File: src/rtl/pxf_pkg.sv
// Purpose: Shared constants for the peripheral crossbar fabric
// Assumes: Word-indexed plain register port, 16-bit data
// Notes:   Register offsets are register indices on the plain port
package pxf_pkg;
    localparam int          NUM_DEST       = 30;
    localparam int          NUM_SRC        = 22;
    localparam int          SEL_W          = 5;
    localparam int          ADDR_W         = 6;
    localparam int          DATA_W         = 16;
    localparam int          ADC_W          = 12;
    localparam int          NUM_SLOT       = 3;

    // Register map
    localparam logic [5:0]  OFS_SEL_BASE   = 6'h00;
    localparam logic [5:0]  OFS_SEL_LAST   = 6'h1D;
    localparam logic [5:0]  OFS_PROT       = 6'h20;
    localparam logic [5:0]  OFS_GPS3       = 6'h21;
    localparam logic [5:0]  OFS_STATUS     = 6'h22;

    // Field positions
    localparam int          PROT_EN_BIT    = 0;
    localparam int          PROT_LOCK_BIT  = 1;
    localparam int          GPS3_TMR_LSB   = 12;

    // Reset values
    localparam logic [4:0]  SEL_RST        = 5'h00;
    localparam logic [1:0]  PROT_RST       = 2'h0;
    localparam logic [3:0]  GPS3_RST       = 4'h0;
    localparam logic        LEVEL_RST      = 1'b0;

    // Source indices
    localparam int          SRC_ZERO       = 0;
    localparam int          SRC_ONE        = 1;
    localparam int          SRC_PIN_LO     = 2;
    localparam int          SRC_UNUSED     = 8;
    localparam int          SRC_CMP_LO     = 9;
    localparam int          SRC_TMR_LO     = 12;
    localparam int          SRC_PWM_OR_LO  = 16;
    localparam int          SRC_PWM012_OR  = 19;
    localparam int          SRC_PWM3_A     = 20;
    localparam int          SRC_PWM3_B     = 21;

    // Destination indices
    localparam int          DST_PIN_LO     = 0;
    localparam int          DST_ADC_LO     = 6;
    localparam int          DST_DAC        = 8;
    localparam int          DST_CMP_LO     = 9;
    localparam int          DST_ALTA_LO    = 12;
    localparam int          DST_SYNC_LO    = 16;
    localparam int          DST_CLK        = 20;
    localparam int          DST_FAULT_LO   = 21;
    localparam int          DST_FORCE      = 25;
    localparam int          DST_TMR_LO     = 26;
endpackage

File: src/rtl/pxf_sel_if.sv
// Purpose: Select-store write port and parallel select bus
// Assumes: One writer, one store
// Notes:   Select bus is the flop outputs, read in parallel
`timescale 1ns/10ps
interface pxf_sel_if;
    import pxf_pkg::*;
    logic                        wr_en;
    logic [4:0]                  wr_idx;
    logic [SEL_W-1:0]            wr_data;
    logic [NUM_DEST*SEL_W-1:0]   sel_flat;
    modport store (input wr_en, input wr_idx, input wr_data, output sel_flat);
    modport ctrl  (output wr_en, output wr_idx, output wr_data, input sel_flat);
endinterface

File: src/rtl/pxf_fabric.sv
// Purpose: Peripheral crossbar fabric with protected crossbar select fields and an unprotected timer-select register
// Assumes: Plain register port on clk_i; peripheral signals on clk_i
// Notes:   Routed outputs are combinational by design, not registered
//
// The register addresses and the address-and-strobe port are this design's own decisions.
`timescale 1ns/10ps
module pxf_fabric
    import pxf_pkg::*;
(
    input  wire logic                              clk_i,
    input  wire logic                              rst_i,
    // Register port
    input  wire logic [pxf_pkg::ADDR_W-1:0]        reg_addr_i,
    input  wire logic [pxf_pkg::DATA_W-1:0]        reg_wdata_i,
    input  wire logic                              reg_wr_i,
    input  wire logic                              reg_rd_i,
    output logic      [pxf_pkg::DATA_W-1:0]        reg_rdata_o,
    // Sources
    input  wire logic [5:0]                        routing_pin_input_i,
    input  wire logic [2:0]                        comparator_result_i,
    input  wire logic [3:0]                        timer_b_channel_i,
    input  wire logic [3:0]                        pwm_trigger_a_i,
    input  wire logic [3:0]                        pwm_trigger_b_i,
    // Timer input path when the fabric does not own it
    input  wire logic [3:0]                        timer_b_alt_i,
    // ADC limit compare
    input  wire logic [pxf_pkg::NUM_SLOT-1:0]      adc_result_valid_i,
    input  wire logic [pxf_pkg::NUM_SLOT*pxf_pkg::ADC_W-1:0] adc_result_slot_i,
    input  wire logic [pxf_pkg::NUM_SLOT*pxf_pkg::ADC_W-1:0] adc_high_limit_i,
    input  wire logic [pxf_pkg::NUM_SLOT*pxf_pkg::ADC_W-1:0] adc_low_limit_i,
    // Destinations
    output logic      [5:0]                        routing_pin_output_o,
    output logic      [1:0]                        adc_trigger_o,
    output logic                                   dac_sync_o,
    output logic      [2:0]                        comparator_window_o,
    output logic      [3:0]                        pwm_alt_control_a_o,
    output logic      [3:0]                        pwm_external_sync_o,
    output logic                                   pwm_external_clock_o,
    output logic      [3:0]                        pwm_fault_input_o,
    output logic                                   pwm_force_o,
    output logic      [3:0]                        timer_b_input_o,
    output logic      [3:0]                        pwm_alt_control_b_o
);
    logic [NUM_SRC-1:0]        fabric_source;
    logic [NUM_DEST-1:0]       fabric_dest;
    logic [NUM_DEST*SEL_W-1:0] sel_flat;
    logic [NUM_SLOT-1:0]       alt_b_level;

    // Control registers
    logic [1:0]                system_protection_control_r;
    logic [1:0]                system_protection_control_nxt;
    logic [3:0]                peripheral_select_reg3_r;
    logic [3:0]                peripheral_select_reg3_nxt;
    logic [DATA_W-1:0]         rdata_r;
    logic [DATA_W-1:0]         rdata_nxt;

    logic                      prot_active;
    logic                      prot_locked;
    logic                      addr_is_sel;

    pxf_sel_if sel_if ();

    // Source pool
    always_comb begin
        fabric_source                  = '0;
        fabric_source[SRC_ZERO]        = 1'b0;
        fabric_source[SRC_ONE]         = 1'b1;
        fabric_source[SRC_PIN_LO +: 6] = routing_pin_input_i;
        fabric_source[SRC_UNUSED]      = 1'b0;
        fabric_source[SRC_CMP_LO +: 3] = comparator_result_i;
        fabric_source[SRC_TMR_LO +: 4] = timer_b_channel_i;
        fabric_source[SRC_PWM_OR_LO +: 3] = pwm_trigger_a_i[2:0] | pwm_trigger_b_i[2:0];
        fabric_source[SRC_PWM012_OR]   = |(pwm_trigger_a_i[2:0] | pwm_trigger_b_i[2:0]);
        fabric_source[SRC_PWM3_A]      = pwm_trigger_a_i[3];
        fabric_source[SRC_PWM3_B]      = pwm_trigger_b_i[3];
    end

    // Output muxes; selects past the pool read as low
    genvar g;
    generate
        for (g = 0; g < NUM_DEST; g++) begin : g_mux
            logic [SEL_W-1:0] sel;
            assign sel = sel_flat[g*SEL_W +: SEL_W];
            // Kept unregistered so trigger and fault paths see no clock delay
            assign fabric_dest[g] = (int'(sel) < NUM_SRC) ? fabric_source[sel] : 1'b0;
        end
    endgenerate

    // Destination fan-out
    always_comb begin
        routing_pin_output_o = fabric_dest[DST_PIN_LO +: 6];
        adc_trigger_o        = fabric_dest[DST_ADC_LO +: 2];
        dac_sync_o           = fabric_dest[DST_DAC];
        comparator_window_o  = fabric_dest[DST_CMP_LO +: 3];
        pwm_alt_control_a_o  = fabric_dest[DST_ALTA_LO +: 4];
        pwm_external_sync_o  = fabric_dest[DST_SYNC_LO +: 4];
        pwm_external_clock_o = fabric_dest[DST_CLK];
        pwm_fault_input_o    = fabric_dest[DST_FAULT_LO +: 4];
        pwm_force_o          = fabric_dest[DST_FORCE];
        for (int k = 0; k < 4; k++) begin
            timer_b_input_o[k] = peripheral_select_reg3_r[k] ? fabric_dest[DST_TMR_LO + k] : timer_b_alt_i[k];
        end
    end

    // Select storage
    assign prot_active    = system_protection_control_r[PROT_EN_BIT];
    assign prot_locked    = system_protection_control_r[PROT_LOCK_BIT];
    assign addr_is_sel    = (reg_addr_i >= OFS_SEL_BASE) && (reg_addr_i <= OFS_SEL_LAST);
    assign sel_if.wr_en   = reg_wr_i && addr_is_sel && !prot_active;
    assign sel_if.wr_idx  = 5'(reg_addr_i - OFS_SEL_BASE);
    assign sel_if.wr_data = reg_wdata_i[SEL_W-1:0];
    assign sel_flat       = sel_if.sel_flat;

    pxf_sel_bank #(
        .N      (NUM_DEST)
    ) u_sel_bank (
        .clk_i  (clk_i),
        .rst_i  (rst_i),
        .sel_if (sel_if)
    );

    // Protection and timer-select registers; lock freezes protection until reset
    always_comb begin
        system_protection_control_nxt = system_protection_control_r;
        peripheral_select_reg3_nxt    = peripheral_select_reg3_r;
        if (reg_wr_i && (reg_addr_i == OFS_PROT) && !prot_locked) begin
            system_protection_control_nxt = reg_wdata_i[1:0];
        end
        if (reg_wr_i && (reg_addr_i == OFS_GPS3)) begin
            peripheral_select_reg3_nxt = reg_wdata_i[GPS3_TMR_LSB +: 4];
        end
    end

    always_ff @(posedge clk_i) begin
        if (rst_i) begin
            system_protection_control_r <= PROT_RST;
            peripheral_select_reg3_r    <= GPS3_RST;
        end else begin
            system_protection_control_r <= system_protection_control_nxt;
            peripheral_select_reg3_r    <= peripheral_select_reg3_nxt;
        end
    end

    // Read path; data valid only in the cycle after the strobe
    always_comb begin
        rdata_nxt = '0;
        if (reg_rd_i) begin
            if (addr_is_sel) begin
                rdata_nxt[SEL_W-1:0] = sel_flat[int'(reg_addr_i - OFS_SEL_BASE)*SEL_W +: SEL_W];
            end else if (reg_addr_i == OFS_PROT) begin
                rdata_nxt[1:0] = system_protection_control_r;
            end else if (reg_addr_i == OFS_GPS3) begin
                rdata_nxt[GPS3_TMR_LSB +: 4] = peripheral_select_reg3_r;
            end else if (reg_addr_i == OFS_STATUS) begin
                rdata_nxt[3:0] = pwm_alt_control_b_o;
            end
        end
    end

    always_ff @(posedge clk_i) begin
        if (rst_i) begin
            rdata_r <= '0;
        end else begin
            rdata_r <= rdata_nxt;
        end
    end

    assign reg_rdata_o = rdata_r;

    // Fixed ADC limit path, outside the crossbar
    pxf_limit_hold #(
        .SLOTS    (NUM_SLOT),
        .RES_W    (ADC_W)
    ) u_limit_hold (
        .clk_i    (clk_i),
        .rst_i    (rst_i),
        .valid_i  (adc_result_valid_i),
        .result_i (adc_result_slot_i),
        .high_i   (adc_high_limit_i),
        .low_i    (adc_low_limit_i),
        .level_o  (alt_b_level)
    );

    assign pwm_alt_control_b_o = {1'b0, alt_b_level};
endmodule

File: src/rtl/pxf_limit_hold.sv
// Purpose: Limit-compare latch driving the second PWM alternate controls
// Assumes: Results, limits and strobes come from logic on clk_i
// Notes:   Level only moves on a valid strobe, so it holds between limits
`timescale 1ns/10ps
module pxf_limit_hold
    import pxf_pkg::*;
#(
    parameter int SLOTS = NUM_SLOT,
    parameter int RES_W = ADC_W
) (
    input  wire logic                   clk_i,
    input  wire logic                   rst_i,
    input  wire logic [SLOTS-1:0]       valid_i,
    input  wire logic [SLOTS*RES_W-1:0] result_i,
    input  wire logic [SLOTS*RES_W-1:0] high_i,
    input  wire logic [SLOTS*RES_W-1:0] low_i,
    output logic      [SLOTS-1:0]       level_o
);
    logic [SLOTS-1:0] level_r;
    logic [SLOTS-1:0] level_nxt;

    genvar g;
    generate
        for (g = 0; g < SLOTS; g++) begin : g_slot
            always_comb begin
                level_nxt[g] = level_r[g];
                if (valid_i[g]) begin
                    if (result_i[g*RES_W +: RES_W] > high_i[g*RES_W +: RES_W]) begin
                        level_nxt[g] = 1'b0;
                    end else if (result_i[g*RES_W +: RES_W] < low_i[g*RES_W +: RES_W]) begin
                        level_nxt[g] = 1'b1;
                    end
                end
            end
            always_ff @(posedge clk_i) begin
                if (rst_i) begin
                    level_r[g] <= LEVEL_RST;
                end else begin
                    level_r[g] <= level_nxt[g];
                end
            end
        end
    endgenerate

    assign level_o = level_r;
endmodule

File: src/rtl/pxf_sel_bank.sv
// Purpose: Storage for the crossbar select fields
// Assumes: Writes already filtered by protection
// Notes:   All fields visible at once; the fabric needs them in parallel
`timescale 1ns/10ps
module pxf_sel_bank
    import pxf_pkg::*;
#(
    parameter int N = NUM_DEST
) (
    input  wire logic  clk_i,
    input  wire logic  rst_i,
    pxf_sel_if.store   sel_if
);
    logic [N*SEL_W-1:0] sel_r;
    logic [N*SEL_W-1:0] sel_nxt;

    genvar g;
    generate
        for (g = 0; g < N; g++) begin : g_fld
            always_comb begin
                sel_nxt[g*SEL_W +: SEL_W] = sel_r[g*SEL_W +: SEL_W];
                if (sel_if.wr_en && (sel_if.wr_idx == 5'(g))) begin
                    sel_nxt[g*SEL_W +: SEL_W] = sel_if.wr_data;
                end
            end
            always_ff @(posedge clk_i) begin
                if (rst_i) begin
                    sel_r[g*SEL_W +: SEL_W] <= SEL_RST;
                end else begin
                    sel_r[g*SEL_W +: SEL_W] <= sel_nxt[g*SEL_W +: SEL_W];
                end
            end
        end
    endgenerate

    assign sel_if.sel_flat = sel_r;
endmodule

File: config.mk
export PLATFORM = sky130hd
export DESIGN_NAME = pxf_fabric
export DESIGN_NICKNAME = d
export VERILOG_FILES = /design/src/rtl/pxf_pkg.sv /design/src/rtl/pxf_sel_if.sv /design/src/rtl/pxf_fabric.sv /design/src/rtl/pxf_limit_hold.sv /design/src/rtl/pxf_sel_bank.sv
export SDC_FILE = /design/constraint.sdc
export NUM_CORES = 1
export LEC_CHECK = 0
export ABC_AREA = 1
export BUFFER_PORTS_ARGS = -buffer_cell sky130_fd_sc_hd__clkbuf_2
export CAP_MARGIN = 20
export CELL_PAD_IN_SITES_DETAIL_PLACEMENT = 1
export CELL_PAD_IN_SITES_GLOBAL_PLACEMENT = 1
export CORE_UTILIZATION = 35
export DETAILED_ROUTE_END_ITERATION = 8
export GPL_ROUTABILITY_DRIVEN = 0
export PLACE_DENSITY = 0.76
export SKIP_CTS_REPAIR_TIMING = 1
export SLEW_MARGIN = 20
export SYNTH_ARGS = -nofsm -noshare
export SYNTH_HDL_FRONTEND = slang
export SYNTH_HIERARCHICAL = 1
export SYNTH_SLANG_ARGS = --single-unit
File: constraint.sdc
create_clock -name clk_i -period 2.3 [get_ports clk_i]
set_input_delay 0.46 -clock clk_i [delete_from_list [all_inputs] [get_ports clk_i]]
set_output_delay 0.46 -clock clk_i [all_outputs]
set_load 0.005 [all_outputs]
==> results.md <==
- Met1 usage: 0.394
- Non-Filler Instances: 3769
- Core Area: 45600 µm²
- Final slew viol count: 0
- Mean Syn Cell Area: 5.57 µm²
- Vias in the first global route: 20975
- Total track usage: 0.320
- Hold Crit Class: primary input to flop
- Netlist cell types: 42
- Combinational power share: 0.243
- Crit share post-route: 0.994
- PortBufs: 196
- CP Launch Type: flop
- Worst-margin pin slew: 1.16 ns
- CP max stage cell: dfxtp_4
- CTS root buffer: clkbuf_16
- Worst Setup End Kind: output port
- Clk Latency, worst-skew pair: 0.49 ns
- Worst R2R Path Depth: 8
- Worst-path cell chain: buf_4, a21oi_1, o21ai_0, o21ai_0, o22ai_1, nand2_1, nand2_1, nand2_1, clkbuf_2
- Residual DRC count: 0
- End point of the worst hold path: peripheral_select_reg3_r[0]
- Status: complete, no violations
- Max clock buf depth: 2
- Psw: 2730 µW
- Post-layout util: 0.441
- RR Startpoint: system_protection_control_r[0]
- WL final: 78000 µm
- CTS Buf Count: 17
- M3 GR Usage: 0.0466
- Worst-path clk slew: 0.08 ns
- Busiest grt layer: met2
- Width of the chip: 218 µm
- FF-to-FF End: u_sel_bank/sel_if.sel_flat[102]
- WL/cell: 20.7 µm
- Top Ports: 212
- Hold Startpoint: reg_wdata_i[12]
- Most common cell on crit path: nand2_1
- Grt total ovfl: 0
- Sequential share of the synthesized area: 0.207
- Pwr/cell area: 389 nW/µm²
- N_diodes: 0
- Share of power burned in registers: 0.375
- Row cnt: 78
- Die H: 218 µm
- Via Count: 21512
- Initial antenna violation count: 0
- Maximum clock rate: 437 MHz
- Ys flop type: dfxtp_1
- Sw frac: 0.349
- Pleak: 0.00936 µW
- Worst vdd ir: 0.584 mV
- R2R Setup Slk: 0.49 ns
- Largest net degree at the start of global routing: 39
- TritonCTS clock tree: done
- WP data required: 1.84 ns
- Placed Area: 18600 µm²
- Num Clock Sinks: 168
- Die ar.: 47300 µm²
- Count of buffer and inverter cells on the critical path: 2
- First-pass GRT wire length: 117000 µm
- Drt first pass iters: 7
- Max Cap Violations: 0
- Area grow syn2layout: 23.6%
- Number of synthesized register bits: 168
- Max FO, Critical Path: 8
- Fin nets: 3387
- Hold Violations, Final: 0
- RSZ-0062 raised after global routing: true
- Hold path cells: 3
- Setup violations, final: 0
- CP arrival: 1.83 ns
- Final min period: 2.29 ns
- CP top delay family: compound AO/OA/AOI/OAI gates
- Rel. slew slack: 0.227
- Pint: 5090 µW
- Post-synth ARST share: 0
- Synth warn: 6
- Clk_skew: 0.0151 ns
- Dpl hpwl: 55800 µm
- Mapped Cells: 2920
- Final instance area: 20100 µm²
- H-tree depth: 4
- Syn Std Cell Area: 16300 µm²
- Met2 Usage GRT: 0.531
- Worst path max stage delay: 0.38 ns
- Clock share of power: 0.382
- Ratio of cells with drive above 1 in the final layout: 0.192
- EDFF count, synth: 0
- Antenna Nets Post-Route: 0
- Initial Util: 0.357
- Crit Path Category: flop to output port
- Dpl cells: 3687
- Initial DRC Count: 1984
- Vias per cell: 5.71
-- power groups by stage --
stage	Sequential (µW)	Clock [µW]	Combinational (µW)
after floorplan	3020	0	945
after detailed placement	3050	0	1800
after global routing	2940	3160	2030
final	2940	2990	1900
after global placement	3050	0	1730
after CTS	2980	3040	1810
-- worst register-to-register path, delay by kind of cell (launching register included) --
kind	cells	cell delay, ns
flops	1	0.33
simple gates	6	1.08
buf+inv	2	0.33
-- cell families after synthesis --
kind of cell	count (synthesis)	share of synthesized area
other cells	1	0.000231
simple gates	1390	0.354
fa+ha+maj	69	0.0531
flops	168	0.207
buf+inv	640	0.159
compound gates	652	0.227
-- sequential cells by signal, summed over array words and instances (netlist names) --
name                         cells
u_sel_bank/sel_if.sel_flat     150
reg_rdata_o                      9
system_protection_control_r      2
u_limit_hold/level_o             3
peripheral_select_reg3_r         4
-- metal layers --
layer | share of wire | up-vias
met3 | 0.079 | 283
met4 | 0.053 | 0
met2 | 0.47 | 1010
li1 | - | 9889
met5 | 0 | -
met1 | 0.40 | 10330
-- through the flow --
step	hold slack [ns]	setup WS [ns]	total power [µW]	TNS, ns
final	0.262	0.0129	7830	0
after global routing	0.278	-0.0972	8130	-0.578
after CTS	0.248	-0.236	7830	-4.22
after floorplan	0.437	0.317	3970	0
after detailed placement	0.470	-0.221	4850	-8.37
after global placement	0.457	-0.187	4770	-3.69
-- placed cells by master (no fill, tap or decap), types with 42 or more instances in the layout --
cell and n:
a21oi_1 190, buf_4 116, clkbuf_2 198, dfxtp_1 98, dfxtp_4 44, ha_1 69
inv_1 432, nand2_1 699, nand3_1 233, nor2_1 364, o211ai_1 46, o21ai_0 190
o21ai_1 89, o22ai_1 42
-- Yosys cell counts, types with 13 or more instances --
| master | count | area, µm² |
|---|---|---|
| buf_4 | 17 | 128 |
| o211ai_1 | 46 | 345 |
| clkbuf_1 | 73 | 274 |
| o221ai_1 | 19 | 166 |
| ha_1 | 69 | 863 |
| o21ai_0 | 260 | 1300 |
| inv_2 | 13 | 48.8 |
| dfxtp_1 | 168 | 3360 |
| inv_1 | 454 | 1700 |
| nor2_2 | 16 | 100 |
| nand2_1 | 720 | 2700 |
| a21oi_1 | 202 | 1010 |
| buf_2 | 57 | 285 |
| nor2_1 | 374 | 1400 |
| o22ai_1 | 42 | 263 |
| nand3_1 | 233 | 1170 |
| nand4_1 | 22 | 138 |
| o2111ai_1 | 30 | 263 |
| o21ai_1 | 25 | 125 |
-- final cells by class --
class / instances / area, µm²
Fill cell: 6299 / 25500
Multi-Input combinational cell: 2119 / 10500
Sequential cell: 168 / 3560
Timing Repair Buffer: 375 / 2860
Inverter: 475 / 1810
Tap cell: 600 / 751
Clock buffer: 18 / 439
Clock inverter: 14 / 136
-- how the worst max path moves through the flow --
| stage | cells after the start | slack [ns] | to | startpoint |
|---|---|---|---|---|
| after CTS | 7 | -0.24 | comparator_window_o[0] | u_sel_bank/sel_if.sel_flat[45] |
| after detailed placement | 6 | -0.22 | u_sel_bank/sel_if.sel_flat[86] | reg_addr_i[1] |
| after floorplan | 11 | 0.32 | u_sel_bank/sel_if.sel_flat[0] | reg_addr_i[1] |
| after global placement | 6 | -0.19 | u_sel_bank/sel_if.sel_flat[88] | reg_addr_i[1] |
| after global routing | 8 | -0.1 | dac_sync_o | u_sel_bank/sel_if.sel_flat[40] |
| final | 9 | 0.01 | comparator_window_o[2] | u_sel_bank/sel_if.sel_flat[55] |
(Power assumes the default switching activity.)
